`src/rtl/led_shift_pkg.sv`:
```
// constants shared by the serial led shift/latch driver
package led_shift_pkg;
  localparam int unsigned NUM_CHANNELS = 8;
  localparam int unsigned SYNC_STAGES = 2;
  localparam int unsigned BUF_WIDTH = 1;
  localparam int unsigned BUF_DEPTH = 2;
  localparam int unsigned PTR_W = 1;
  localparam int unsigned CNT_W = 2;
  localparam logic [CNT_W-1:0] BUF_FULL_COUNT = 2'h2;
  localparam int unsigned PIN_CLK = 0;
  localparam int unsigned PIN_DATA = 1;
  localparam int unsigned PIN_STROBE = 2;
  localparam int unsigned PIN_OFF = 3;
  localparam int unsigned NUM_PINS = 4;
  localparam logic [NUM_CHANNELS-1:0] SHIFT_RESET = 8'h00;
  localparam logic [NUM_CHANNELS-1:0] LATCH_RESET = 8'h00;
  localparam logic [NUM_CHANNELS-1:0] CHANNELS_OFF = 8'h00;
  localparam logic [NUM_PINS-1:0] SYNC_RESET = 4'h8;
endpackage : led_shift_pkg

```
`src/rtl/serial_led_shift_latch_driver.sv`:
```
// serial-in parallel-out shift, latch and output gating for eight led channels
`timescale 1ns/100ps
`default_nettype none

module serial_led_shift_latch_driver
  import led_shift_pkg::*;
(
  input wire logic core_clk,
  input wire logic rst,
  input wire logic serial_clk_pin,
  input wire logic serial_data_pin,
  input wire logic latch_strobe_pin,
  input wire logic output_enable_n,
  input wire logic shift_pause,
  output logic shift_ready,
  output logic [NUM_CHANNELS-1:0] channel_outputs,
  output logic cascade_data_output_a,
  output logic cascade_data_output_b
);

  logic [NUM_PINS-1:0] sync1_q;
  logic [NUM_PINS-1:0] sync2_q;
  logic clk_prev_q;
  logic clk_rise;
  logic [BUF_WIDTH-1:0] buf_mem_q [BUF_DEPTH];
  logic [PTR_W-1:0] wr_ptr_q;
  logic [PTR_W-1:0] rd_ptr_q;
  logic [CNT_W-1:0] count_q;
  logic buf_valid;
  logic push;
  logic pop;
  logic [BUF_WIDTH-1:0] head_bit;
  logic [NUM_CHANNELS-1:0] shift_q;
  logic [NUM_CHANNELS-1:0] latch_q;
  logic [NUM_CHANNELS-1:0] channel_q;

  // pins are asynchronous to core_clk; disable pin resets high so channels start off
  always_ff @(posedge core_clk) begin
    if (rst) begin
      sync1_q <= SYNC_RESET;
      sync2_q <= SYNC_RESET;
    end else begin
      sync1_q <= {output_enable_n, latch_strobe_pin, serial_data_pin, serial_clk_pin};
      sync2_q <= sync1_q;
    end
  end

  // edge found on the second stage so data and clock keep equal delay
  always_ff @(posedge core_clk) begin
    if (rst) begin
      clk_prev_q <= 1'b0;
    end else begin
      clk_prev_q <= sync2_q[PIN_CLK];
    end
  end

  assign clk_rise = sync2_q[PIN_CLK] & ~clk_prev_q;

  // two-entry buffer: a paused consumer loses no sampled bit until two are waiting
  assign buf_valid = (count_q != '0);
  assign shift_ready = (count_q != BUF_FULL_COUNT);
  assign push = clk_rise & shift_ready;
  assign pop = buf_valid & ~shift_pause;
  assign head_bit = buf_mem_q[rd_ptr_q];

  always_ff @(posedge core_clk) begin
    if (rst) begin
      for (int i = 0; i < BUF_DEPTH; i++) begin
        buf_mem_q[i] <= '0;
      end
    end else if (push) begin
      buf_mem_q[wr_ptr_q] <= sync2_q[PIN_DATA];
    end
  end

  always_ff @(posedge core_clk) begin
    if (rst) begin
      wr_ptr_q <= '0;
    end else if (push) begin
      wr_ptr_q <= wr_ptr_q + 1'b1;
    end
  end

  always_ff @(posedge core_clk) begin
    if (rst) begin
      rd_ptr_q <= '0;
    end else if (pop) begin
      rd_ptr_q <= rd_ptr_q + 1'b1;
    end
  end

  // a push and a pop in one cycle leave the count alone
  always_ff @(posedge core_clk) begin
    if (rst) begin
      count_q <= '0;
    end else if (push && !pop) begin
      count_q <= count_q + 1'b1;
    end else if (pop && !push) begin
      count_q <= count_q - 1'b1;
    end
  end

  // newest bit enters stage zero, oldest falls off stage seven
  always_ff @(posedge core_clk) begin
    if (rst) begin
      shift_q <= SHIFT_RESET;
    end else if (pop) begin
      shift_q <= {shift_q[NUM_CHANNELS-2:0], head_bit};
    end
  end

  assign cascade_data_output_a = shift_q[NUM_CHANNELS-1];
  assign cascade_data_output_b = shift_q[NUM_CHANNELS-1];

  // transparency is sampled, so the latch lags the shift register by one cycle
  always_ff @(posedge core_clk) begin
    if (rst) begin
      latch_q <= LATCH_RESET;
    end else if (sync2_q[PIN_STROBE]) begin
      latch_q <= shift_q;
    end
  end

  // disable wins over the latch; shifting and latching carry on underneath
  always_ff @(posedge core_clk) begin
    if (rst) begin
      channel_q <= CHANNELS_OFF;
    end else if (sync2_q[PIN_OFF]) begin
      channel_q <= CHANNELS_OFF;
    end else begin
      channel_q <= latch_q;
    end
  end

  assign channel_outputs = channel_q;
endmodule : serial_led_shift_latch_driver
`default_nettype wire

```
`config.mk`:
```
export PLATFORM = sky130hd
export DESIGN_NAME = serial_led_shift_latch_driver
export DESIGN_NICKNAME = d
export VERILOG_FILES = /design/src/rtl/led_shift_pkg.sv /design/src/rtl/serial_led_shift_latch_driver.sv
export SDC_FILE = /design/constraint.sdc
export NUM_CORES = 1
export LEC_CHECK = 0
export ABC_AREA = 1
export BUFFER_PORTS_ARGS = -buffer_cell sky130_fd_sc_hd__buf_2
export CELL_PAD_IN_SITES_DETAIL_PLACEMENT = 1
export CELL_PAD_IN_SITES_GLOBAL_PLACEMENT = 1
export CORE_MARGIN = 3
export CORE_UTILIZATION = 41
export CTS_CLUSTER_SIZE = 40
export DETAILED_ROUTE_END_ITERATION = 12
export PLACE_DENSITY_LB_ADDON = 0.1
export SLEW_MARGIN = 20
export SYNTH_ARGS = -nofsm -noshare
export SYNTH_HDL_FRONTEND = slang
export SYNTH_SLANG_ARGS = --single-unit
```
`constraint.sdc`:
```
create_clock -name core_clk -period 1.6 [get_ports core_clk]
set_clock_uncertainty 0.1 [all_clocks]
set_input_delay 0.16 -clock core_clk [delete_from_list [all_inputs] [get_ports core_clk]]
set_output_delay 0.16 -clock core_clk [all_outputs]
set_load 0.03 [all_outputs]
```
# Yosys cells after proc, flatten, opt, wreduce, memory -nomap -nowiden
# Memory sizes are Yosys's and may differ from the RTL's. A register that Yosys moved wholly into a read port is not among the register bits.
# Index checks and enable logic that the tools add are counted.
op_classes:
  bitwise_logic: 5
  n_mux: 10
  n_eq_ne: 1
  reduce_logical: 8
  addsub: 4
ops:
  columns: ["cell", "n"]
  rows:
  - ["1-bit 2-to-1 mux", 8]
  - ["2-bit 2-to-1 mux", 2]
  - ["2-bit nonzero test", 2]
  - ["1-bit bitwise AND", 3]
  - ["1-bit adder, second input constant", 2]
  - ["2-bit by 1-bit adder with 2-bit output, second input constant", 1]
  - ["1-bit logical AND", 2]
  - ["1-bit zero test", 2]
  - ["2-bit inequality test, second input constant", 1]
  - ["1-bit NOT", 2]
  - ["2-bit OR reduction", 1]
  - ["2-bit by 1-bit subtractor with 2-bit output, second input constant", 1]
  - ["1-bit OR reduction", 1]
word_totals:
  mem_bits_rw: 2
  memories: 1
  output_inout_bits: 11
  reg_bits: 37
  input_bits: 7
mem_list:
  columns: ["name", "words", "width", "rd", "rd_ports_with_merged_regs", "write_ports", "line_no", "source"]
  rows:
  - ["buf_mem_q", 2, 1, 1, 1, 2, "serial_led_shift_latch_driver.sv:25", "logic [BUF_WIDTH-1:0] buf_mem_q [BUF_DEPTH];"]

# Longest topological paths before layout
# Gate-level depths: netlist of the first run.
depth:
  word_depth: 8
  mapped_depth: 11
  depth_no_buf: 11

# Worst setup path before layout of the first run
# OpenSTA, ideal clock, no wires.
synth_timing:
  path_type: "flip-flop to flip-flop"
  from: "register count_q[0]"
  to: "register count_q[1]"
  arrival_ns: 1.368
  required_time_ns: 1.436
  path_buffers: 0
  path_stages_with_launch: 11
  slack_ns: 0.068
  cell_sequence: "dfxtp_1 > inv_2 > nand2_2 > nand2_2 > nor2_4 > ha_1 > inv_1 > nand3_1 > nand2_1 > inv_1 > nor2_1"
synth_between:
  elab_chain_cells: 5
  word_cells_on_any_way: 13
  cone_classes: "2 x add/sub; 1 x eq/ne; 2 x mux; 2 x bitwise; 6 x reduce/logical"
synth_rtl:
  columns: ["element", "line_no", "source"]
  rows:
  - ["start, declared", "serial_led_shift_latch_driver.sv:28", "logic [CNT_W-1:0] count_q;"]
  - ["start signal, assigned", "serial_led_shift_latch_driver.sv:97", "count_q <= count_q + 1'b1;"]
  - ["start signal, assigned", "serial_led_shift_latch_driver.sv:99", "count_q <= count_q - 1'b1;"]
  - ["2-bit inequality test (*)", "serial_led_shift_latch_driver.sv:61", "assign shift_ready = (count_q != BUF_FULL_COUNT);"]
  - ["net shift_ready", "serial_led_shift_latch_driver.sv:15", "output logic shift_ready,"]
  - ["1-bit bitwise AND (*)", "serial_led_shift_latch_driver.sv:62", "assign push = clk_rise & shift_ready;"]
  - ["net push", "serial_led_shift_latch_driver.sv:30", "logic push;"]
  - ["1-bit zero test", "serial_led_shift_latch_driver.sv:98", "end else if (pop && !push) begin"]
  - ["1-bit logical AND", "serial_led_shift_latch_driver.sv:98", null]
  - ["2-bit nonzero test (no source line)", null, null]
# Mark *: on every way through the listed nets, which the timed path passes. The rest lies on a longest branch. The select of a mux whose other input is x is not followed.
# A chain may end at the register's enable or synchronous reset.

# Worst setup path in the final report of the first run
layout_timing:
  from: "register count_q[1]"
  to: "register count_q[1]"
layout_between:
  elab_chain_cells: 5
  word_cells_on_any_way: 13
  cone_classes: "2 x add/sub; 1 x eq/ne; 2 x mux; 2 x bitwise; 6 x reduce/logical"
layout_rtl:
  columns: ["element", "line_no"]
  rows:
  - ["2-bit inequality test (*)", "serial_led_shift_latch_driver.sv:61"]
  - ["1-bit bitwise AND (*)", "serial_led_shift_latch_driver.sv:62"]
  - ["net push", "serial_led_shift_latch_driver.sv:30"]
  - ["1-bit zero test", "serial_led_shift_latch_driver.sv:98"]
  - ["1-bit logical AND", "serial_led_shift_latch_driver.sv:98"]
  - ["2-bit nonzero test (no source line)", null]
# Marked as above.

==> results.sh, run 1 <==
export IMPL_status="finished clean"
export IMPL_cp_max_fo=4
export IMPL_gp_congestion=0.705
export IMPL_fillCellCount=406
export IMPL_grtUsageMet3_pct=5.88
export IMPL_holdPathStages=3
export IMPL_post_cts_buffers=0
export IMPL_path_clk_slew_ns=0.10
export IMPL_routedWlPerCell_um=10.7
export IMPL_drive_gt1_share_pct=22.2
export IMPL_grt_busiest_layer="met2"
export IMPL_diodes=0
export IMPL_drv_slew=0
export IMPL_io_buffers=17
export IMPL_critPathKind="reg -> reg"
export IMPL_synth_area_per_cell_sq_um=8.59
export IMPL_grt_overflow=0
export IMPL_ir_worst_vdd_v=0.000517
export IMPL_ys_top_cells_by_area="dfxtp_1, nor2_1, o21ai_0"
export IMPL_synth_top_area_cell="dfxtp_1"
export IMPL_p_leak_nw=0.681
export IMPL_slowest_delay_ns=0.40
export IMPL_power_density_nw_per_um2=1190
export IMPL_die_area_sq_um=4040
export IMPL_tns_ns=0
export IMPL_dp_slack_ns=0.0667
export IMPL_multi_input_area_sq_um=420
export IMPL_startpoint_type="register"
export IMPL_io_pins=18
export IMPL_synth_nets=166
export IMPL_cp_end_kind="register"
export IMPL_worstPathRequired_ns=1.76
export IMPL_drt_drc_violations_left=0
export IMPL_hold_ws_ns=0.0498
export IMPL_critical_path_top_delay_family="simple AND/OR/NAND/NOR gates"
export IMPL_timing_rr_start="count_q[1]$_SDFFE_PP0P_"
export IMPL_fp_coreArea_sq_um=3100
export IMPL_clk_path_buf_depth=2
export IMPL_final_common_cell="nor2_1"
export IMPL_synth_cell_types=21
export IMPL_synth_seq_area_share_pct=59.0
export IMPL_postRouteAntennaNets=0
export IMPL_rows=20
export IMPL_relSlewSlack_pct=74.0
export IMPL_min_path_type="in -> reg"
export IMPL_start_util_pct=43.7
export IMPL_final_cell_mix="nor2_1, dfxtp_1, inv_1"
export IMPL_period_share_pct=88.9
export IMPL_routed_via_density=4.52
export IMPL_rsz0062_at_grt="no"
export IMPL_drt_wl_total_um=2460
export IMPL_hold_end="sync1_q[2]$_SDFF_PP0_"
export IMPL_seqCellArea_sq_um=802
export IMPL_grt_util_all_layers_pct=13.6
export IMPL_vias=1035
export IMPL_grt_max_degree=17
export IMPL_maxCapViolCount=0
export IMPL_report_final_hold_viol_count=0
export IMPL_die_h_um=63.5
export IMPL_grt_pass1_wl_um=4310
export IMPL_path_buf_inv=2
export IMPL_clock_latency_ns=0.33
export IMPL_setup_violations=0
export IMPL_place_hpwl_um=1790
export IMPL_netlist_instances=158
export IMPL_antenna_found_initial=0
export IMPL_ctsHtreeMaxLevel=2
export IMPL_cts_inserted_buffers=5
export IMPL_use_met2_pct=24.0
export IMPL_clockRootBuffer="clkbuf_4"
export IMPL_syn_to_final_growth_pct=16.3
export IMPL_ys_warnings_count=0
export IMPL_synth_seq_cells=39
export IMPL_crit_path_top_delay_cell="dfxtp_2"
export IMPL_first_pass_iters=4
export IMPL_min_from="rst"
export IMPL_worst_slack_ns=0.177
export IMPL_cts_tree="yes"
export IMPL_startpoint="count_q[1]$_SDFFE_PP0P_"
export IMPL_fin_crit_ns=1.42
export IMPL_fmax_ghz=0.703
export IMPL_worst_r2r_path_depth=9
export IMPL_fp_dieW_um=63.5
export IMPL_worst_r2r_setup_slack_ns=0.18
export IMPL_netlist_area_leader_share_pct=54.6
export IMPL_fin_nets=192
export IMPL_crit_path_frequent_cell="nand2_2"
export IMPL_path_cells="nand2_2 > nand2_2 > nor2_4 > ha_1 > inv_2 > nand3_1 > nand2_1 > inv_1 > nor2_1"
export IMPL_met1_usage_pct=14.7
export IMPL_reg2reg_to="count_q[1]$_SDFFE_PP0P_"
export IMPL_clock_sinks=39
export IMPL_grt_pass1_vias=1042
export IMPL_synth_area_sq_um=1360
export IMPL_arrival_ns=1.59
export IMPL_worst_pin_slew_ns=0.389
export IMPL_drt_iter0_drc=33
## cell usage after synthesis (all sizes together)
library cell / count
a21oi: 9
buf: 5
clkbuf: 1
dfxtp: 37
edfxtp: 2
ha: 1
inv: 25
nand2: 13
nand3: 2
nand4: 1
nor2: 40
o21ai: 18
o21bai: 1
or2: 3
## cells by family (layout without fill, tap and decap cells)
kind of cell             count (synthesis)  in the layout  share of synthesized area [%]
AO/OA/AOI/OAI                           28             28                           11.3
adder cells (fa/ha/maj)                  1              1                          0.922
buffers and inverters                   31             58                           10.0
flip-flops                              39             39                           59.0
AND/OR/NAND/NOR                         59             59                           18.7
## report_power, final
part	total (W)	internal, W	switching [W]	leakage (nW)
Clock	0.000462	0.000171	0.000291	0.0293
Sequential	0.00111	0.00106	0.0000517	0.324
Combinational	0.000310	0.000117	0.000192	0.328
Total	0.00188	0.00135	0.000534	0.681
## worst max-delay path by stage
stage	to	slack, ns	cells past startpoint
floorplan	count_q[1]$_SDFFE_PP0P_	0.07	10
global placement	count_q[1]$_SDFFE_PP0P_	0.21	9
detailed placement	count_q[1]$_SDFFE_PP0P_	0.07	9
CTS	count_q[1]$_SDFFE_PP0P_	0.04	9
global route	count_q[1]$_SDFFE_PP0P_	0.04	10
finish	count_q[1]$_SDFFE_PP0P_	0.18	9
## through the flow
| stage | instance area, sq um | instances | utilization [%] | total power [W] |
|---|---|---|---|---|
| 2_1_floorplan | 1360 | 158 | - | 0.00135 |
| 3_3_place_gp | 1490 | 217 | 47.9 | 0.00141 |
| 3_5_place_dp | 1490 | 217 | 47.9 | 0.00144 |
| 4_1_cts | 1580 | 229 | 50.8 | 0.00190 |
| 5_1_grt | 1580 | 229 | 50.9 | 0.00201 |
| 6_report | 1580 | 229 | 50.9 | 0.00188 |
## registers in the layout (all words and copies together), names as in the netlist
| signal | flops |
|---|---|
| latch_q | 8 |
| sync2_q | 4 |
| wr_ptr_q | 1 |
| buf_mem_q | 2 |
| count_q | 2 |
| shift_q | 8 |
| channel_outputs | 8 |
| rd_ptr_q | 1 |
| clk_prev_q | 1 |
| sync1_q | 4 |
## tightest hold or removal path, stage by stage
cell and delay (ns):
buf_2 0.09, buf_4 0.15, nor2_1 0.05
## repair_timing
action | in CTS | in global routing
gates resized for setup | 0 | 2
setup endpoints to repair | 0 | 1
endpoints found under the hold margin | 4 | 0
hold buffers | 4 | 0
## layout make-up
class / count / area share [%]
clock buffer: 7 / 2.85
sequential: 39 / 50.8
clock inverter: 1 / 0.317
inverter: 25 / 6.10
tap: 44 / 3.49
multi-input combinational: 88 / 26.6
timing repair buffer: 25 / 9.83
## metal layers
layer / up-vias / part of all wire, % / routed length, um
li1: 534 / - / -
met1: 481 / 44 / 1080
met2: 16 / 51 / 1250
met3: 4 / 4.1 / 101
met4: 0 / 1.2 / 29
met5: - / 0 / 0
No activity file was read; power rests on OpenSTA's default activity.
==> inputs of run 2 (changes only) <==
==> constraint.sdc (replaced) <==
create_clock -name core_clk -period 1.6 [get_ports core_clk]
set_clock_uncertainty 0.1 [all_clocks]
set_input_delay 0.24 -clock core_clk [delete_from_list [all_inputs] [get_ports core_clk]]
set_output_delay 0.24 -clock core_clk [all_outputs]
set_load 0.03 [all_outputs]
==> run 2 against run 1 <==
Against the previous run:
- power increased by 14%
- clock power increased by 58%
- count of clock-buffer cells in the layout unchanged
- critical endpoint unchanged
- largest cell class unchanged
==> results.sh, run 2 (synthesis results as in run 1) <==
export IMPL_drt_wl_total_um=2440
export IMPL_fp_coreArea_sq_um=3100
export IMPL_path_cells="inv_2 > nand2_2 > nand2_2 > nor2_4 > ha_1 > inv_1 > nand3_1 > nand2_1 > inv_1 > nor2_1"
export IMPL_grt_overflow=0
export IMPL_min_from="rst"
export IMPL_report_final_hold_viol_count=0
export IMPL_final_common_cell="nor2_1"
export IMPL_path_buf_inv=3
export IMPL_clk_path_buf_depth=2
export IMPL_hold_end="sync2_q[2]$_SDFF_PP0_"
export IMPL_io_pins=18
export IMPL_fillCellCount=400
export IMPL_power_density_nw_per_um2=1320
export IMPL_worst_r2r_path_depth=10
export IMPL_p_leak_nw=0.704
export IMPL_drt_drc_violations_left=0
export IMPL_clock_latency_ns=0.34
export IMPL_grt_pass1_wl_um=4400
export IMPL_worst_r2r_setup_slack_ns=0.14
export IMPL_maxCapViolCount=0
export IMPL_rsz0062_at_grt="no"
export IMPL_critical_path_top_delay_family="simple AND/OR/NAND/NOR gates"
export IMPL_setup_violations=0
export IMPL_holdPathStages=3
export IMPL_routedWlPerCell_um=10.6
export IMPL_drv_slew=0
export IMPL_period_share_pct=91.4
export IMPL_diodes=0
export IMPL_gp_congestion=0.711
export IMPL_clockRootBuffer="clkbuf_4"
export IMPL_seqCellArea_sq_um=802
export IMPL_first_pass_iters=4
export IMPL_arrival_ns=1.63
export IMPL_place_hpwl_um=1740
export IMPL_drive_gt1_share_pct=22.2
export IMPL_grt_pass1_vias=1079
export IMPL_status="finished clean"
export IMPL_tns_ns=0
export IMPL_drt_iter0_drc=26
export IMPL_timing_rr_start="count_q[0]$_SDFFE_PP0P_"
export IMPL_startpoint_type="register"
export IMPL_io_buffers=17
export IMPL_routed_via_density=4.49
export IMPL_antenna_found_initial=0
export IMPL_postRouteAntennaNets=0
export IMPL_worstPathRequired_ns=1.77
export IMPL_rows=20
export IMPL_finish_utilization_pct=52.4
export IMPL_ctsHtreeMaxLevel=2
export IMPL_min_path_type="in -> reg"
export IMPL_slowest_delay_ns=0.36
export IMPL_fp_dieW_um=63.5
export IMPL_die_area_sq_um=4040
export IMPL_final_cell_mix="nor2_1, dfxtp_1, inv_1"
export IMPL_fmax_ghz=0.684
export IMPL_die_h_um=63.5
export IMPL_grt_util_all_layers_pct=14.3
export IMPL_multi_input_area_sq_um=420
export IMPL_power_w=0.00215
export IMPL_crit_path_top_delay_cell="dfxtp_1"
export IMPL_fin_nets=192
export IMPL_relSlewSlack_pct=71.0
export IMPL_worst_pin_slew_ns=0.435
export IMPL_cts_tree="yes"
export IMPL_path_clk_slew_ns=0.11
export IMPL_cp_max_fo=4
export IMPL_grt_max_degree=23
export IMPL_reg2reg_to="count_q[1]$_SDFFE_PP0P_"
export IMPL_post_cts_buffers=0
export IMPL_syn_to_final_growth_pct=19.7
export IMPL_critPathKind="reg -> reg"
export IMPL_clock_sinks=39
export IMPL_cts_inserted_buffers=5
export IMPL_cp_end_kind="register"
export IMPL_start_util_pct=43.7
export IMPL_fin_crit_ns=1.46
export IMPL_ir_worst_vdd_v=0.000660
export IMPL_vias=1029
[run 2: cell types whose count changed in the layout (fill, tap and decap cells not counted)]
| cell | delta |
|---|---|
| clkbuf_1 | -1 |
| clkinv_2 | -1 |
| inv_1 | +1 |
| clkbuf_16 | +1 |
| inv_2 | -1 |
| bufinv_16 | +1 |
[run 2: per-layer routing]
| layer | routed length, um | vias up | share of wire (%) | GRT usage (%) |
|---|---|---|---|---|
| met1 | 1020 | 475 | 42 | 14.6 |
| li1 | - | 532 | - | - |
| met2 | 1250 | 18 | 51 | 25.6 |
| met5 | 0 | - | 0 | 0 |
| met4 | 43 | 0 | 1.8 | 5.66 |
| met3 | 120 | 4 | 4.9 | 5.88 |
[run 2: how the worst max path moves through the flow]
stage,start,endpoint,depth (start not counted)
finish,count_q[0]$_SDFFE_PP0P_,count_q[1]$_SDFFE_PP0P_,10
global route,count_q[0]$_SDFFE_PP0P_,count_q[1]$_SDFFE_PP0P_,10
CTS,count_q[1]$_SDFFE_PP0P_,count_q[1]$_SDFFE_PP0P_,9
detailed placement,count_q[1]$_SDFFE_PP0P_,count_q[1]$_SDFFE_PP0P_,9
global placement,count_q[1]$_SDFFE_PP0P_,count_q[1]$_SDFFE_PP0P_,9
floorplan,count_q[0]$_SDFFE_PP0P_,count_q[1]$_SDFFE_PP0P_,10
[run 2: final cells by class]
cell class	instances	area share, %
sequential	39	49.3
clock buffer	7	4.08
inverter	25	5.93
multi-input combinational	88	25.9
tap	44	3.39
timing repair buffer	25	9.55
clock inverter	1	1.85
[run 2: metrics by stage]
step	hold WS [ns]	cells	worst slack (ns)	instance area, sq um
floorplan	0.244	158	0.0682	1360
global placement	0.292	217	0.212	1490
detailed placement	0.300	217	0.0766	1490
CTS	0.115	229	0.0487	1620
global route	0.111	229	0.0234	1630
finish	0.123	229	0.138	1630
[run 2: timing repair]
| action | CTS | global route |
|---|---|---|
| endpoints found under the hold margin | 4 | 0 |
| hold buffers | 4 | 0 |
| gates resized for setup | 0 | 1 |
| setup endpoints to repair | 0 | 1 |
[run 2: where the power goes]
part | leakage, nW | total [W] | switching [W] | internal [W]
Clock | 0.0506 | 0.000729 | 0.000304 | 0.000425
Combinational | 0.330 | 0.000309 | 0.000192 | 0.000116
Sequential | 0.324 | 0.00111 | 0.0000507 | 0.00106
Total | 0.704 | 0.00215 | 0.000547 | 0.00160
[run 2: worst reg2reg max path, delay by kind of cell (launching register included)]
family / cells / cell delay, ns
fa+ha+maj: 1 / 0.24
buf+inv: 3 / 0.20
flops: 1 / 0.36
simple gates: 6 / 0.49
==> inputs of run 3 (changes only) <==
- clock period: 1.6 -> 1.55 ns (I/O delays scaled with it)
==> run 3 against run 2 <==
Against the previous run:
- routed wire length is 0.25% lower
- worst hold slack worse by 0.0075 ns
- sequential power is 4% higher
- via count stayed put
- sequential share of layout area is 0.12 points higher
- sequential cell count stayed put
- clock power is 3.3% higher
- first-iteration DRC count is 3.8% lower
- maximum frequency is 3.9% higher
- register-to-register slack hardly changed
- combinational power is 4% higher
- highest routed layer unchanged
==> results.sh, run 3 (synthesis results as in run 1) <==
export IMPL_status="finished clean"
export IMPL_setup_violations=0
export IMPL_critPathKind="reg -> reg"
export IMPL_io_buffers=17
export IMPL_grt_overflow=0
export IMPL_grt_pass1_wl_um=4400
export IMPL_final_common_cell="nor2_1"
export IMPL_period_share_pct=90.8
export IMPL_drive_gt1_share_pct=23.2
export IMPL_ir_worst_vdd_v=0.000671
export IMPL_fp_dieW_um=63.5
export IMPL_start_util_pct=43.7
export IMPL_grt_util_all_layers_pct=14.3
export IMPL_p_int_w=0.00166
export IMPL_dp_slack_ns=0.0266
export IMPL_use_met2_pct=25.6
export IMPL_drv_slew=0
export IMPL_arrival_ns=1.57
export IMPL_cts_tree="yes"
export IMPL_ctsHtreeMaxLevel=2
export IMPL_vias=1029
export IMPL_clkPwrFrac_pct=33.9
export IMPL_cts_inserted_buffers=5
export IMPL_io_pins=18
export IMPL_cp_end_kind="register"
export IMPL_syn_to_final_growth_pct=20.0
export IMPL_rsz0062_at_grt="no"
export IMPL_gp_congestion=0.711
export IMPL_antenna_found_initial=0
export IMPL_post_cts_buffers=0
export IMPL_path_clk_slew_ns=0.11
export IMPL_relSlewSlack_pct=71.0
export IMPL_clockRootBuffer="clkbuf_4"
export IMPL_power_frac_comb_pct=14.4
export IMPL_p_seq_share_pct=51.7
export IMPL_tns_ns=0
export IMPL_fin_crit_ns=1.41
export IMPL_slowest_delay_ns=0.38
export IMPL_crit_path_frequent_cell="nand2_2"
export IMPL_worstPathRequired_ns=1.72
export IMPL_routed_via_density=4.49
export IMPL_fp_coreArea_sq_um=3100
export IMPL_worst_slack_ns=0.142
export IMPL_switchingPower_w=0.000565
export IMPL_met1_usage_pct=14.6
export IMPL_die_area_sq_um=4040
export IMPL_grt_busiest_layer="met2"
export IMPL_drt_iter0_drc=25
export IMPL_min_path_type="in -> reg"
export IMPL_die_h_um=63.5
export IMPL_crit_path_top_delay_cell="dfxtp_4"
export IMPL_postRouteAntennaNets=0
export IMPL_maxCapViolCount=0
export IMPL_rows=20
export IMPL_grt_max_degree=23
export IMPL_routedWlPerCell_um=10.6
export IMPL_instances_no_fill=229
export IMPL_report_final_hold_viol_count=0
export IMPL_cp_max_fo=4
export IMPL_drt_drc_violations_left=0
export IMPL_worst_pin_slew_ns=0.435
export IMPL_first_pass_iters=4
export IMPL_path_cells="nand2_2 > nand2_2 > nor2_4 > ha_1 > inv_2 > nand3_1 > nand2_1 > inv_1 > nor2_1"
export IMPL_power_switching_share_pct=25.5
export IMPL_dp_cells=217
export IMPL_drt_wl_total_um=2430
export IMPL_startpoint_type="register"
export IMPL_place_hpwl_um=1740
export IMPL_diodes=0
export IMPL_fmax_ghz=0.710
export IMPL_clock_latency_ns=0.34
export IMPL_fillCellCount=400
export IMPL_final_cell_mix="nor2_1, dfxtp_1, inv_1"
export IMPL_fin_nets=192
export IMPL_power_density_nw_per_um2=1360
export IMPL_grt_pass1_vias=1079
export IMPL_clk_path_buf_depth=2
export IMPL_p_leak_nw=0.703
export IMPL_clock_sinks=39
export IMPL_grtUsageMet3_pct=5.88
## run 3: repair_timing
action / in CTS / in global routing
hold buffers: 4 / 0
gates resized for setup: 1 / 3
pin swaps: 0 / 0
endpoints found under the setup margin: 1 / 1
endpoints found under the hold margin: 4 / 0
## run 3: through the flow
stage                     instance area, sq um  utilization (%)  total power, W  hold WS, ns
after floorplan                           1360                -         0.00139        0.236
after global routing                      1630             52.5         0.00237        0.104
after global placement                    1490             47.9         0.00146        0.292
after CTS                                 1630             52.4         0.00225        0.107
final                                     1630             52.5         0.00222        0.115
after detailed placement                  1490             47.9         0.00148        0.300
## run 3: worst max-delay path: cells and delay by family (launching register included)
kind	cells	cell delay, ns
simple gates	6	0.50
flops	1	0.38
fa+ha+maj	1	0.25
buf+inv	2	0.11
## run 3: path summary, 6_finish.rpt
path,start,endpoint,slack (ns),cells past startpoint
setup / recovery,count_q[1]$_SDFFE_PP0P_,count_q[1]$_SDFFE_PP0P_,0.14,9
hold / removal,rst,sync2_q[2]$_SDFF_PP0_,0.12,3
setup reg to reg,count_q[1]$_SDFFE_PP0P_,count_q[1]$_SDFFE_PP0P_,0.14,9
hold reg to reg,sync1_q[2]$_SDFF_PP0_,sync2_q[2]$_SDFF_PP0_,0.30,2
## run 3: layer usage
| layer | wire [um] | up-vias |
|---|---|---|
| li1 | - | 532 |
| met4 | 43 | 0 |
| met5 | 0 | - |
| met1 | 1040 | 477 |
| met3 | 104 | 4 |
| met2 | 1250 | 16 |
## run 3: power groups by stage
stage                     combinational (W)  sequential, W  clock [W]
after floorplan                    0.000219        0.00117          0
after global placement             0.000295        0.00116          0
after detailed placement           0.000313        0.00117          0
after CTS                          0.000325        0.00115   0.000775
after global routing               0.000367        0.00116   0.000844
final                              0.000320        0.00115   0.000753
## run 3: cell type report
type                    instances  area [sq um]  share of cell area, %
flip-flops and latches         39           806                   49.5
repair buffers                 25           155                   9.52
well taps                      44          55.1                   3.38
clock buffers                   7          66.3                   4.07
multi-input cells              88           420                   25.8
clock inverters                 1          30.0                   1.84
inverters                      25          96.3                   5.91
